<file path="src/design/wdc_consts.svh">
// Purpose: Register offsets, field positions, reset values and encodings of the watchdog down counter.
// Assumes: Byte addresses on a 32-bit AXI4-Lite register bus.
// Notes:   Definitions only.
`ifndef WDC_CONSTS_SVH
`define WDC_CONSTS_SVH

`define WDC_OFF_START      8'h00
`define WDC_OFF_REFRESH    8'h04
`define WDC_OFF_CTRL       8'h08
`define WDC_OFF_PROTECT    8'h0C
`define WDC_OFF_STATUS     8'h10
`define WDC_OFF_COUNT      8'h14

`define WDC_CTRL_SRC_LO    6
`define WDC_CTRL_SRC_HI    7
`define WDC_CTRL_ACT       0
`define WDC_PROT_EN        7
`define WDC_STAT_CAUSE     0
`define WDC_STAT_RUN       1
`define WDC_STAT_UFLOW     2

`define WDC_CTRL_RST       8'h00
`define WDC_REFRESH_FIRST  8'h00
`define WDC_REFRESH_SECOND 8'hFF
`define WDC_CNT_W          14
`define WDC_LOCO_DIV       16
`define WDC_RESP_OKAY      2'b00
`define WDC_RESP_SLVERR    2'b10

`endif

</file>
<file path="src/design/wdc_pkg.sv">
// Purpose: Types of the watchdog down counter.
// Assumes: Constants come from wdc_consts.svh.
// Notes:   Types only.
package wdc_pkg;
  typedef enum logic [1:0] {
    WDC_REF_IDLE  = 2'b00,
    WDC_REF_ARMED = 2'b01
  } wdc_ref_state_t;
endpackage : wdc_pkg

</file>
<file path="src/design/wdc_tick_if.sv">
// Purpose: Count-source tick carrier between the prescaler and the watchdog core.
// Assumes: Single clock domain.
// Notes:   One modport per side.
`timescale 1ns/1ps
interface wdc_tick_if;
  logic [1:0] src_sel;
  logic       tick;
  modport src (input src_sel, output tick);
  modport dst (output src_sel, input tick);
endinterface : wdc_tick_if

</file>
<file path="src/design/wdc_top.sv">
// Purpose: Watchdog on a 14-bit down counter with refresh window, protection mode and AXI4-Lite registers.
// Assumes: All inputs synchronous to core_clk_i; option bytes are static straps sampled after reset.
// Notes:   Writes answer one cycle after both address and data are held; reads answer one cycle after the address.
//
// Register access over AXI4-Lite and the address map are this design's own decisions.
`timescale 1ns/1ps
`include "wdc_consts.svh"
// Contract
// 14-bit counter decrements per count tick
// Source is CPU clock or slow/16
// Two-bit select field picks the source
// Start after reset or on start write
// Auto-start bit decides post-reset run
// Wait/stop halts only without protection
// Refresh is 00h then FFh in window
// Reload on reset, refresh and underflow
// Underflow: interrupt or reset; protected: reset
// Protection reset state from initial bit
// Software toggles protection when unlocked
// Underflow period field sets initial value
// Refresh window field limits acceptance
// Cause flag set on watchdog reset
// Wrong order or outside window ignored
module wdc_top
  import wdc_pkg::*;
#(
  parameter int CNT_W = `WDC_CNT_W
) (
  input  wire logic        core_clk_i,
  input  wire logic        resetn_i,
  input  wire logic        loco_pulse_i,
  input  wire logic        low_power_i,
  input  wire logic        auto_start_bit_i,
  input  wire logic        protect_initial_bit_i,
  input  wire logic [1:0]  underflow_period_field_i,
  input  wire logic [1:0]  refresh_window_field_i,
  input  wire logic        other_reset_i,
  input  wire logic [7:0]  s_axi_awaddr,
  input  wire logic        s_axi_awvalid,
  output logic             s_axi_awready,
  input  wire logic [31:0] s_axi_wdata,
  input  wire logic [3:0]  s_axi_wstrb,
  input  wire logic        s_axi_wvalid,
  output logic             s_axi_wready,
  output logic [1:0]       s_axi_bresp,
  output logic             s_axi_bvalid,
  input  wire logic        s_axi_bready,
  input  wire logic [7:0]  s_axi_araddr,
  input  wire logic        s_axi_arvalid,
  output logic             s_axi_arready,
  output logic [31:0]      s_axi_rdata,
  output logic [1:0]       s_axi_rresp,
  output logic             s_axi_rvalid,
  input  wire logic        s_axi_rready,
  output logic             wdog_irq_o,
  output logic             wdog_reset_o
);

  logic [CNT_W-1:0] cnt_q;
  logic             run_q;
  logic             prot_q;
  logic             cause_q;
  logic             uflow_q;
  logic [7:0]       ctrl_q;
  logic             strap_done_q;
  logic [1:0]       ufs_q;
  logic [1:0]       rws_q;
  wdc_ref_state_t   ref_q;
  logic             irq_q;
  logic             wrst_q;

  // Straps are captured on the first clock after reset release.
  always_ff @(posedge core_clk_i or negedge resetn_i) begin
    if (!resetn_i) begin
      strap_done_q <= 1'b0;
      ufs_q        <= 2'b00;
      rws_q        <= 2'b00;
    end else if (!strap_done_q) begin
      strap_done_q <= 1'b1;
      ufs_q        <= underflow_period_field_i;
      rws_q        <= refresh_window_field_i;
    end
  end

  // Underflow period code 0..3 gives initial values of 1/8, 1/4, 1/2 and full range.
  // Before the straps are latched, the pin itself gives the first reload value.
  wire [1:0]       ufs_now  = strap_done_q ? ufs_q : underflow_period_field_i;
  wire [CNT_W-1:0] init_val = CNT_W'({CNT_W{1'b1}} >> (2'd3 - ufs_now));
  // Window code 0..3 opens refresh in the last 25, 50, 75 or 100 percent of the period.
  wire [CNT_W+1:0] win_prod = (CNT_W+2)'(init_val) * (CNT_W+2)'({1'b0, rws_q} + 3'd1);
  wire [CNT_W-1:0] win_lim  = CNT_W'(win_prod >> 2);
  wire             in_window = (cnt_q <= win_lim);

  // AXI4-Lite write channel: address and data taken in either order.
  logic       aw_have_q, w_have_q;
  logic       aw_rdy_q;
  logic       w_rdy_q;
  logic       ar_rdy_q;
  logic [7:0] aw_addr_q;
  logic [31:0] w_data_q;
  logic [3:0]  w_strb_q;
  assign s_axi_awready = aw_rdy_q;
  assign s_axi_wready  = w_rdy_q;
  wire wr_fire = aw_have_q && w_have_q && !s_axi_bvalid;
  wire wr_lane0 = w_strb_q[0];
  wire [7:0] wr_byte = w_data_q[7:0];
  wire wr_start   = wr_fire && wr_lane0 && (aw_addr_q == `WDC_OFF_START);
  wire wr_refresh = wr_fire && wr_lane0 && (aw_addr_q == `WDC_OFF_REFRESH);
  wire wr_ctrl    = wr_fire && wr_lane0 && (aw_addr_q == `WDC_OFF_CTRL);
  wire wr_prot    = wr_fire && wr_lane0 && (aw_addr_q == `WDC_OFF_PROTECT);
  wire wr_status  = wr_fire && wr_lane0 && (aw_addr_q == `WDC_OFF_STATUS);
  wire wr_mapped  = (aw_addr_q == `WDC_OFF_START) || (aw_addr_q == `WDC_OFF_REFRESH) ||
                    (aw_addr_q == `WDC_OFF_CTRL) || (aw_addr_q == `WDC_OFF_PROTECT) ||
                    (aw_addr_q == `WDC_OFF_STATUS) || (aw_addr_q == `WDC_OFF_COUNT);

  always_ff @(posedge core_clk_i or negedge resetn_i) begin
    if (!resetn_i) begin
      aw_have_q <= 1'b0;
      w_have_q  <= 1'b0;
      aw_addr_q <= 8'h00;
      w_data_q  <= 32'h0000_0000;
      w_strb_q  <= 4'h0;
    end else begin
      if (s_axi_awvalid && s_axi_awready) begin
        aw_have_q <= 1'b1;
        aw_addr_q <= s_axi_awaddr;
      end else if (wr_fire) begin
        aw_have_q <= 1'b0;
      end
      if (s_axi_wvalid && s_axi_wready) begin
        w_have_q <= 1'b1;
        w_data_q <= s_axi_wdata;
        w_strb_q <= s_axi_wstrb;
      end else if (wr_fire) begin
        w_have_q <= 1'b0;
      end
    end
  end

  always_ff @(posedge core_clk_i or negedge resetn_i) begin
    if (!resetn_i) begin
      s_axi_bvalid <= 1'b0;
      s_axi_bresp  <= `WDC_RESP_OKAY;
    end else if (wr_fire) begin
      s_axi_bvalid <= 1'b1;
      s_axi_bresp  <= wr_mapped ? `WDC_RESP_OKAY : `WDC_RESP_SLVERR;
    end else if (s_axi_bready) begin
      s_axi_bvalid <= 1'b0;
    end
  end

  // Refresh sequencer: 00h arms and FFh completes, both only inside the window; anything else disarms.
  wire refresh_ok = wr_refresh && (ref_q == WDC_REF_ARMED) &&
                    (wr_byte == `WDC_REFRESH_SECOND) && in_window;
  always_ff @(posedge core_clk_i or negedge resetn_i) begin
    if (!resetn_i) begin
      ref_q <= WDC_REF_IDLE;
    end else if (wr_refresh) begin
      ref_q <= (wr_byte == `WDC_REFRESH_FIRST && in_window) ? WDC_REF_ARMED : WDC_REF_IDLE;
    end
  end

  // Control and protection registers.
  wire prot_sticky = strap_done_q && protect_initial_bit_i;
  always_ff @(posedge core_clk_i or negedge resetn_i) begin
    if (!resetn_i) begin
      ctrl_q <= `WDC_CTRL_RST;
      prot_q <= 1'b0;
    end else begin
      if (wr_ctrl) ctrl_q <= wr_byte;
      if (!strap_done_q) prot_q <= protect_initial_bit_i;
      else if (wr_prot && !protect_initial_bit_i) prot_q <= wr_byte[`WDC_PROT_EN];
    end
  end

  // Protection forces the slow oscillator and reset action.
  wdc_tick_if tk ();
  assign tk.src_sel = prot_q ? 2'b10 : {ctrl_q[`WDC_CTRL_SRC_HI], ctrl_q[`WDC_CTRL_SRC_LO]};
  wire count_en = run_q && strap_done_q && (prot_q || !low_power_i);
  wdc_tick_gen u_tick (
    .core_clk_i   (core_clk_i),
    .resetn_i     (resetn_i),
    .loco_pulse_i (loco_pulse_i),
    .run_i        (count_en),
    .tk           (tk)
  );

  wire underflow = tk.tick && (cnt_q == '0);
  wire use_reset = prot_q || ctrl_q[`WDC_CTRL_ACT];

  always_ff @(posedge core_clk_i or negedge resetn_i) begin
    if (!resetn_i) begin
      cnt_q <= '1;
      run_q <= 1'b0;
    end else begin
      if (!strap_done_q) run_q <= !auto_start_bit_i;
      else if (wr_start) run_q <= 1'b1;
      if (!strap_done_q || refresh_ok || underflow) cnt_q <= init_val;
      else if (tk.tick) cnt_q <= cnt_q - CNT_W'(1);
    end
  end

  // Events and cause flag; hardware set wins over the other-reset clear and the software clear.
  always_ff @(posedge core_clk_i or negedge resetn_i) begin
    if (!resetn_i) begin
      irq_q   <= 1'b0;
      wrst_q  <= 1'b0;
      cause_q <= 1'b0;
      uflow_q <= 1'b0;
    end else begin
      irq_q  <= underflow && !use_reset;
      wrst_q <= underflow && use_reset;
      if (underflow && use_reset) cause_q <= 1'b1;
      else if (other_reset_i) cause_q <= 1'b0;
      if (underflow) uflow_q <= 1'b1;
      else if (wr_status && wr_byte[`WDC_STAT_UFLOW]) uflow_q <= 1'b0;
    end
  end
  assign wdog_irq_o   = irq_q;
  assign wdog_reset_o = wrst_q;

  // AXI4-Lite read channel.
  assign s_axi_arready = ar_rdy_q;
  wire [31:0] rd_mux =
    (s_axi_araddr == `WDC_OFF_CTRL)    ? {24'h0, ctrl_q} :
    (s_axi_araddr == `WDC_OFF_PROTECT) ? {24'h0, prot_q, 7'h00} :
    (s_axi_araddr == `WDC_OFF_STATUS)  ? {29'h0, uflow_q, run_q, cause_q} :
    (s_axi_araddr == `WDC_OFF_COUNT)   ? 32'(cnt_q) : 32'h0000_0000;
  wire rd_mapped = (s_axi_araddr == `WDC_OFF_START) || (s_axi_araddr == `WDC_OFF_REFRESH) ||
                   (s_axi_araddr == `WDC_OFF_CTRL) || (s_axi_araddr == `WDC_OFF_PROTECT) ||
                   (s_axi_araddr == `WDC_OFF_STATUS) || (s_axi_araddr == `WDC_OFF_COUNT);
  always_ff @(posedge core_clk_i or negedge resetn_i) begin
    if (!resetn_i) begin
      s_axi_rvalid <= 1'b0;
      s_axi_rdata  <= 32'h0000_0000;
      s_axi_rresp  <= `WDC_RESP_OKAY;
    end else if (s_axi_arvalid && s_axi_arready) begin
      s_axi_rvalid <= 1'b1;
      s_axi_rdata  <= rd_mux;
      s_axi_rresp  <= rd_mapped ? `WDC_RESP_OKAY : `WDC_RESP_SLVERR;
    end else if (s_axi_rready) begin
      s_axi_rvalid <= 1'b0;
    end
  end

  // Ready outputs are registered copies of the accept condition for the next cycle.
  wire aw_have_d = (s_axi_awvalid && s_axi_awready) || (aw_have_q && !wr_fire);
  wire w_have_d  = (s_axi_wvalid && s_axi_wready) || (w_have_q && !wr_fire);
  wire bvalid_d  = wr_fire || (s_axi_bvalid && !s_axi_bready);
  wire rvalid_d  = (s_axi_arvalid && s_axi_arready) || (s_axi_rvalid && !s_axi_rready);
  always_ff @(posedge core_clk_i or negedge resetn_i) begin
    if (!resetn_i) begin
      aw_rdy_q <= 1'b1;
      w_rdy_q  <= 1'b1;
      ar_rdy_q <= 1'b1;
    end else begin
      aw_rdy_q <= !aw_have_d && !bvalid_d;
      w_rdy_q  <= !w_have_d && !bvalid_d;
      ar_rdy_q <= !rvalid_d;
    end
  end

  // Assertions.
  property p_dec;
    @(posedge core_clk_i) disable iff (!resetn_i)
      (tk.tick && cnt_q != '0 && !refresh_ok && strap_done_q) |=> (cnt_q == $past(cnt_q) - CNT_W'(1));
  endproperty
  a_dec: assert property (p_dec) else $error("Counter did not decrement.");

  property p_reload;
    @(posedge core_clk_i) disable iff (!resetn_i)
      (underflow || refresh_ok) |=> (cnt_q == $past(init_val));
  endproperty
  a_reload: assert property (p_reload) else $error("Counter not reloaded.");

  property p_prot_rst;
    @(posedge core_clk_i) disable iff (!resetn_i)
      (underflow && prot_q) |=> (wdog_reset_o && !wdog_irq_o && cause_q);
  endproperty
  a_prot_rst: assert property (p_prot_rst) else $error("Protected underflow gave no reset.");

  property p_irq;
    @(posedge core_clk_i) disable iff (!resetn_i)
      (underflow && !use_reset) |=> (wdog_irq_o && !wdog_reset_o);
  endproperty
  a_irq: assert property (p_irq) else $error("Underflow interrupt missing.");

  property p_halt;
    @(posedge core_clk_i) disable iff (!resetn_i)
      (low_power_i && !prot_q && strap_done_q && !refresh_ok) |=> (cnt_q == $past(cnt_q));
  endproperty
  a_halt: assert property (p_halt) else $error("Counter ran in low power without protection.");

  property p_order;
    @(posedge core_clk_i) disable iff (!resetn_i)
      (wr_refresh && ref_q == WDC_REF_IDLE && tk.tick && cnt_q != '0) |=> (cnt_q != $past(init_val) || $past(init_val) == $past(cnt_q) - CNT_W'(1));
  endproperty
  a_order: assert property (p_order) else $error("Refresh without prior 00h.");

  property p_window;
    @(posedge core_clk_i) disable iff (!resetn_i)
      refresh_ok |-> in_window;
  endproperty
  a_window: assert property (p_window) else $error("Refresh outside window.");

  property p_prot_lock;
    @(posedge core_clk_i) disable iff (!resetn_i)
      (prot_sticky) |=> prot_q;
  endproperty
  a_prot_lock: assert property (p_prot_lock) else $error("Protection left despite initial bit.");

  c_irq:     cover property (@(posedge core_clk_i) disable iff (!resetn_i) wdog_irq_o);
  c_rst:     cover property (@(posedge core_clk_i) disable iff (!resetn_i) wdog_reset_o);
  c_refresh: cover property (@(posedge core_clk_i) disable iff (!resetn_i) refresh_ok);

endmodule : wdc_top

</file>
<file path="src/design/wdc_tick_gen.sv">
// Purpose: Produces one count-source tick per cycle, or one per 16 slow oscillator pulses.
// Assumes: loco_pulse_i is a one-cycle pulse per slow oscillator period, synchronous to core_clk_i.
// Notes:   Select code 2'b10 or 2'b11 picks the divided slow oscillator.
`timescale 1ns/1ps
`include "wdc_consts.svh"
module wdc_tick_gen (
  input  wire logic core_clk_i,
  input  wire logic resetn_i,
  input  wire logic loco_pulse_i,
  input  wire logic run_i,
  wdc_tick_if.src   tk
);
  logic [3:0] div_q;
  logic       slow_q;
  wire        use_loco = tk.src_sel[1];
  wire        div_wrap = loco_pulse_i && (div_q == 4'(`WDC_LOCO_DIV - 1));

  always_ff @(posedge core_clk_i or negedge resetn_i) begin
    if (!resetn_i) begin
      div_q  <= 4'h0;
      slow_q <= 1'b0;
    end else begin
      if (loco_pulse_i) div_q <= div_q + 4'h1;
      slow_q <= div_wrap;
    end
  end

  assign tk.tick = run_i && (use_loco ? slow_q : 1'b1);

endmodule : wdc_tick_gen

</file>
<file path="config.mk">
export PLATFORM = sky130hd
export DESIGN_NAME = wdc_top
export DESIGN_NICKNAME = d
export VERILOG_FILES = /design/src/design/wdc_pkg.sv /design/src/design/wdc_tick_if.sv /design/src/design/wdc_top.sv /design/src/design/wdc_tick_gen.sv
export VERILOG_INCLUDE_DIRS = /design/src /design/src/design
export SDC_FILE = /design/constraint.sdc
export NUM_CORES = 1
export LEC_CHECK = 0
export BUFFER_PORTS_ARGS = -buffer_cell sky130_fd_sc_hd__buf_4
export CAP_MARGIN = 20
export CORE_UTILIZATION = 45
export CTS_BUF_LIST = sky130_fd_sc_hd__clkbuf_4 sky130_fd_sc_hd__clkbuf_8
export CTS_CLUSTER_SIZE = 20
export DETAILED_ROUTE_END_ITERATION = 6
export GPL_ROUTABILITY_DRIVEN = 0
export PLACE_DENSITY_LB_ADDON = 0.2
export SKIP_LAST_GASP = 1
export SLEW_MARGIN = 20
export SYNTH_ARGS = -nofsm -noshare
export SYNTH_HDL_FRONTEND = slang
export SYNTH_SLANG_ARGS = --single-unit
export TNS_END_PERCENT = 30
</file>
<file path="constraint.sdc">
create_clock -name core_clk_i -period 4.35 [get_ports core_clk_i]
set_clock_uncertainty 0.2 [all_clocks]
set_input_delay 0.87 -clock core_clk_i [delete_from_list [all_inputs] [get_ports core_clk_i]]
set_output_delay 0.87 -clock core_clk_i [all_outputs]
set_load 0.02 [all_outputs]
</file>
==> flow_summary.ini <==
[run_status]
status = complete, no violations

[sta]
slew_headroom = 0.3643
drv_slew = 0
max_freq_mhz = 242.8
hold_viol = 0
layout_min_cycle_time_ns = 4.118
fin_crit_sh = 0.9467
holdWs_ns = 0.2409
worst_slew_pin_slew_ns = 0.9536
rsz0062_at_grt = no
finalSetupViolations = 0

[setup_path]
arrival_ns = 4.20
reg2reg_depth = 13
cp_common_cell = ha_1
critPathKind = flip-flop to flip-flop
cp-start-kind = flip-flop
cp-end-kind = flip-flop
path_depth = 13
crit_path_max_incr_delay_ns = 0.45
critPathMaxFanout = 6
cp_cell_sequence = inv_1 -> ha_1 -> ha_1 -> inv_1 -> fa_1 -> fa_1 -> ha_1 -> and4_1 -> a221o_1 -> o2111ai_1 -> o211ai_1 -> and2_4 -> mux2_4
crit_slowest_cell = fa_1
crit_family = adder cells
critPathBufInv = 2
cp_data_required_time_ns = 4.43

[routing]
top_layer = met4
m1WireLength_mm = 3.985
dr_wl_met3_um = 434
drcViolationCount = 0
detail_route.wl_per_cell_um = 13.13
ant_nets = 0
wl_met2_mm = 3.804
wl_mm = 8.325
dr.first_iter.drc_count = 55
routed-via-count = 3177
vias_per_cell = 5.011
drt_first_pass_iters = 4

[clocking]
clk_latency_ns = 0.35
path_clk_slew_ns = 0.08
cts_buffers = 9
cts_setup_buffers = 0
cts_root_buffer = clkbuf_8
h-tree-depth = 3
max-clock-path-buffers = 2
cts_sinks = 79
cts_tree = built

[layout]
fin_nets = 601
area_growth_pct = 18.23
fillers = 866
num_antenna_cells = 0
register_area_um2 = 1998
multi_input_area_um2 = 2187
drive_gt1_frac = 0.2911
final_util = 0.5551

[yosys]
synth.avg_cell_area_um2 = 10.43
synth_edf_count = 0
ys_seq_elements = 79
ys_warn_count = 0
post_synth_num_cell_types = 54
synth-main-ff-cell = dfrtp_1
netlist_area_um2 = 4400
async_flop_share = 1.000
yosys-top-cells-count = dfrtp_1 (62), nand2_1 (61), mux2_2 (29)
synth_area_leader_cell = dfrtp_1
synth_top_area_frac = 0.3526
synthCells = 422
synth_seq_area_share = 0.4541
yosys-top-cells-area = dfrtp_1 (35%), dfstp_2 (10%), ha_1 (7.7%)
yosysMostFrequentCell = dfrtp_1

[pwr]
ir_drop_mv = 0.2647
power_leakage_uw = 0.002402
powerDensity_nw_per_um2 = 469.0

[placed_design]
place_hpwl_mm = 6.388
io_buffers = 63

[grt]
grt_pass1_wl_mm = 14.45
grt_pass1_vias = 3165
grt_max_degree = 80
gr-usage-all-layers = 0.1792
antenna_found_initial = 0
overflow = 0

[job]
cap_violations = 0

[floorplanning]
rows = 35
start_util = 0.4696
coreArea_um2 = 9371
ios = 111
die_x_um = 100.9
die-area_um2 = 10180
die_h_um = 100.9

[min_path]
hold_path_class = flip-flop to flip-flop
holdPathStages = 1
-- worst reg2reg max path, cell delays in order (launching register included) --
cell	delay, ns
dfrtp_1	0.42
inv_1	0.16
ha_1	0.34
ha_1	0.26
inv_1	0.08
fa_1	0.40
fa_1	0.45
ha_1	0.30
and4_1	0.24
a221o_1	0.34
o2111ai_1	0.23
o211ai_1	0.15
and2_4	0.20
mux2_4	0.29
-- layout by cell type (no fill, tap or decap), types with 7 or more instances in the layout --
master and n:
dfstp_2 17, a22oi_1 7, ha_1 26, mux2_2 29
nor2b_1 7, dfrtp_1 62, nand2_1 61, nor2_1 18
buf_4 78, conb_1 21, xor2_1 7, o21ai_0 27
xnor2_1 14, a21oi_1 17, clkbuf_8 9, inv_1 24
-- metrics by stage --
| stage | cells | TNS (ns) | total power [uW] | worst slack [ns] | instance area [um2] |
|---|---|---|---|---|---|
| after floorplan | 441 | 0 | 1664 | 0.1453 | 4472 |
| after global placement | 618 | -0.01622 | 1922 | -0.01622 | 5020 |
| after detailed placement | 618 | -0.4840 | 1967 | -0.09334 | 5020 |
| after CTS | 634 | 0 | 2467 | 0.1775 | 5200 |
| after global routing | 634 | 0 | 2621 | 0.003362 | 5202 |
| final | 634 | 0 | 2440 | 0.2318 | 5202 |
-- report_power, final --
group / leakage [uW] / total (uW) / switching [uW] / internal, uW
logic: 0.00136 / 850 / 415 / 435
clock network: 0.0000838 / 493 / 280 / 213
registers: 0.000956 / 1100 / 171 / 927
total: 0.00240 / 2440 / 866 / 1570
-- metal layers --
layer	up-vias	GRT usage
met3	10	0.03883
met5	-	0
met4	0	0.05686
met1	1492	0.2409
met2	99	0.2893
li1	1576	-
-- sequential cells by signal, indices dropped and copies added, names as in the netlist, 2 cells and up --
name	count
u_tick.div_q	4
s_axi_rdata	14
aw_addr_q	8
w_data_q	8
ctrl_q	8
rws_q	2
ufs_q	2
cnt_q	14
-- layout make-up --
cell class                      instances  area share
Clock buffer                            9     0.02381
Clock inverter                          7     0.01082
Inverter                               24     0.01732
Multi-Input combinational cell        308      0.4204
Sequential cell                        79      0.3841
Tap cell                              129     0.03102
Timing Repair Buffer                   78      0.1126
-- timing repair --
| item | CTS | global route |
|---|---|---|
| hold buffers | 0 | 0 |
| setup endpoints to repair | 0 | 8 |
| resized for setup | 0 | 1 |
-- cell families after synthesis --
family,share of synthesized area
xor+xnor,0.04180
compound gates,0.1049
mux,0.08217
fa+ha+maj,0.1041
flops,0.4541
simple gates,0.1456
other cells,0.001707
buf+inv,0.06568
-- worst paths after layout --
path | start | end | slack [ns]
min in group asynchronous | resetn_i | s_axi_rresp[1]$_DFFE_PN0P_ | 0.46
setup reg to reg | rws_q[0]$_DFFE_PN0N_ | cnt_q[13]$_DFFE_PN1P_ | 0.23
hold / removal | w_have_q$_DFFE_PN0P_ | s_axi_wready$_DFF_PN1_ | 0.24
setup / recovery | rws_q[0]$_DFFE_PN0N_ | cnt_q[13]$_DFFE_PN1P_ | 0.23
hold reg to reg | w_have_q$_DFFE_PN0P_ | s_axi_wready$_DFF_PN1_ | 0.24
max in group asynchronous | resetn_i | u_tick.div_q[3]$_DFFE_PN0P_ | 2.87
Note: power is estimated with default switching activity, not from simulation.
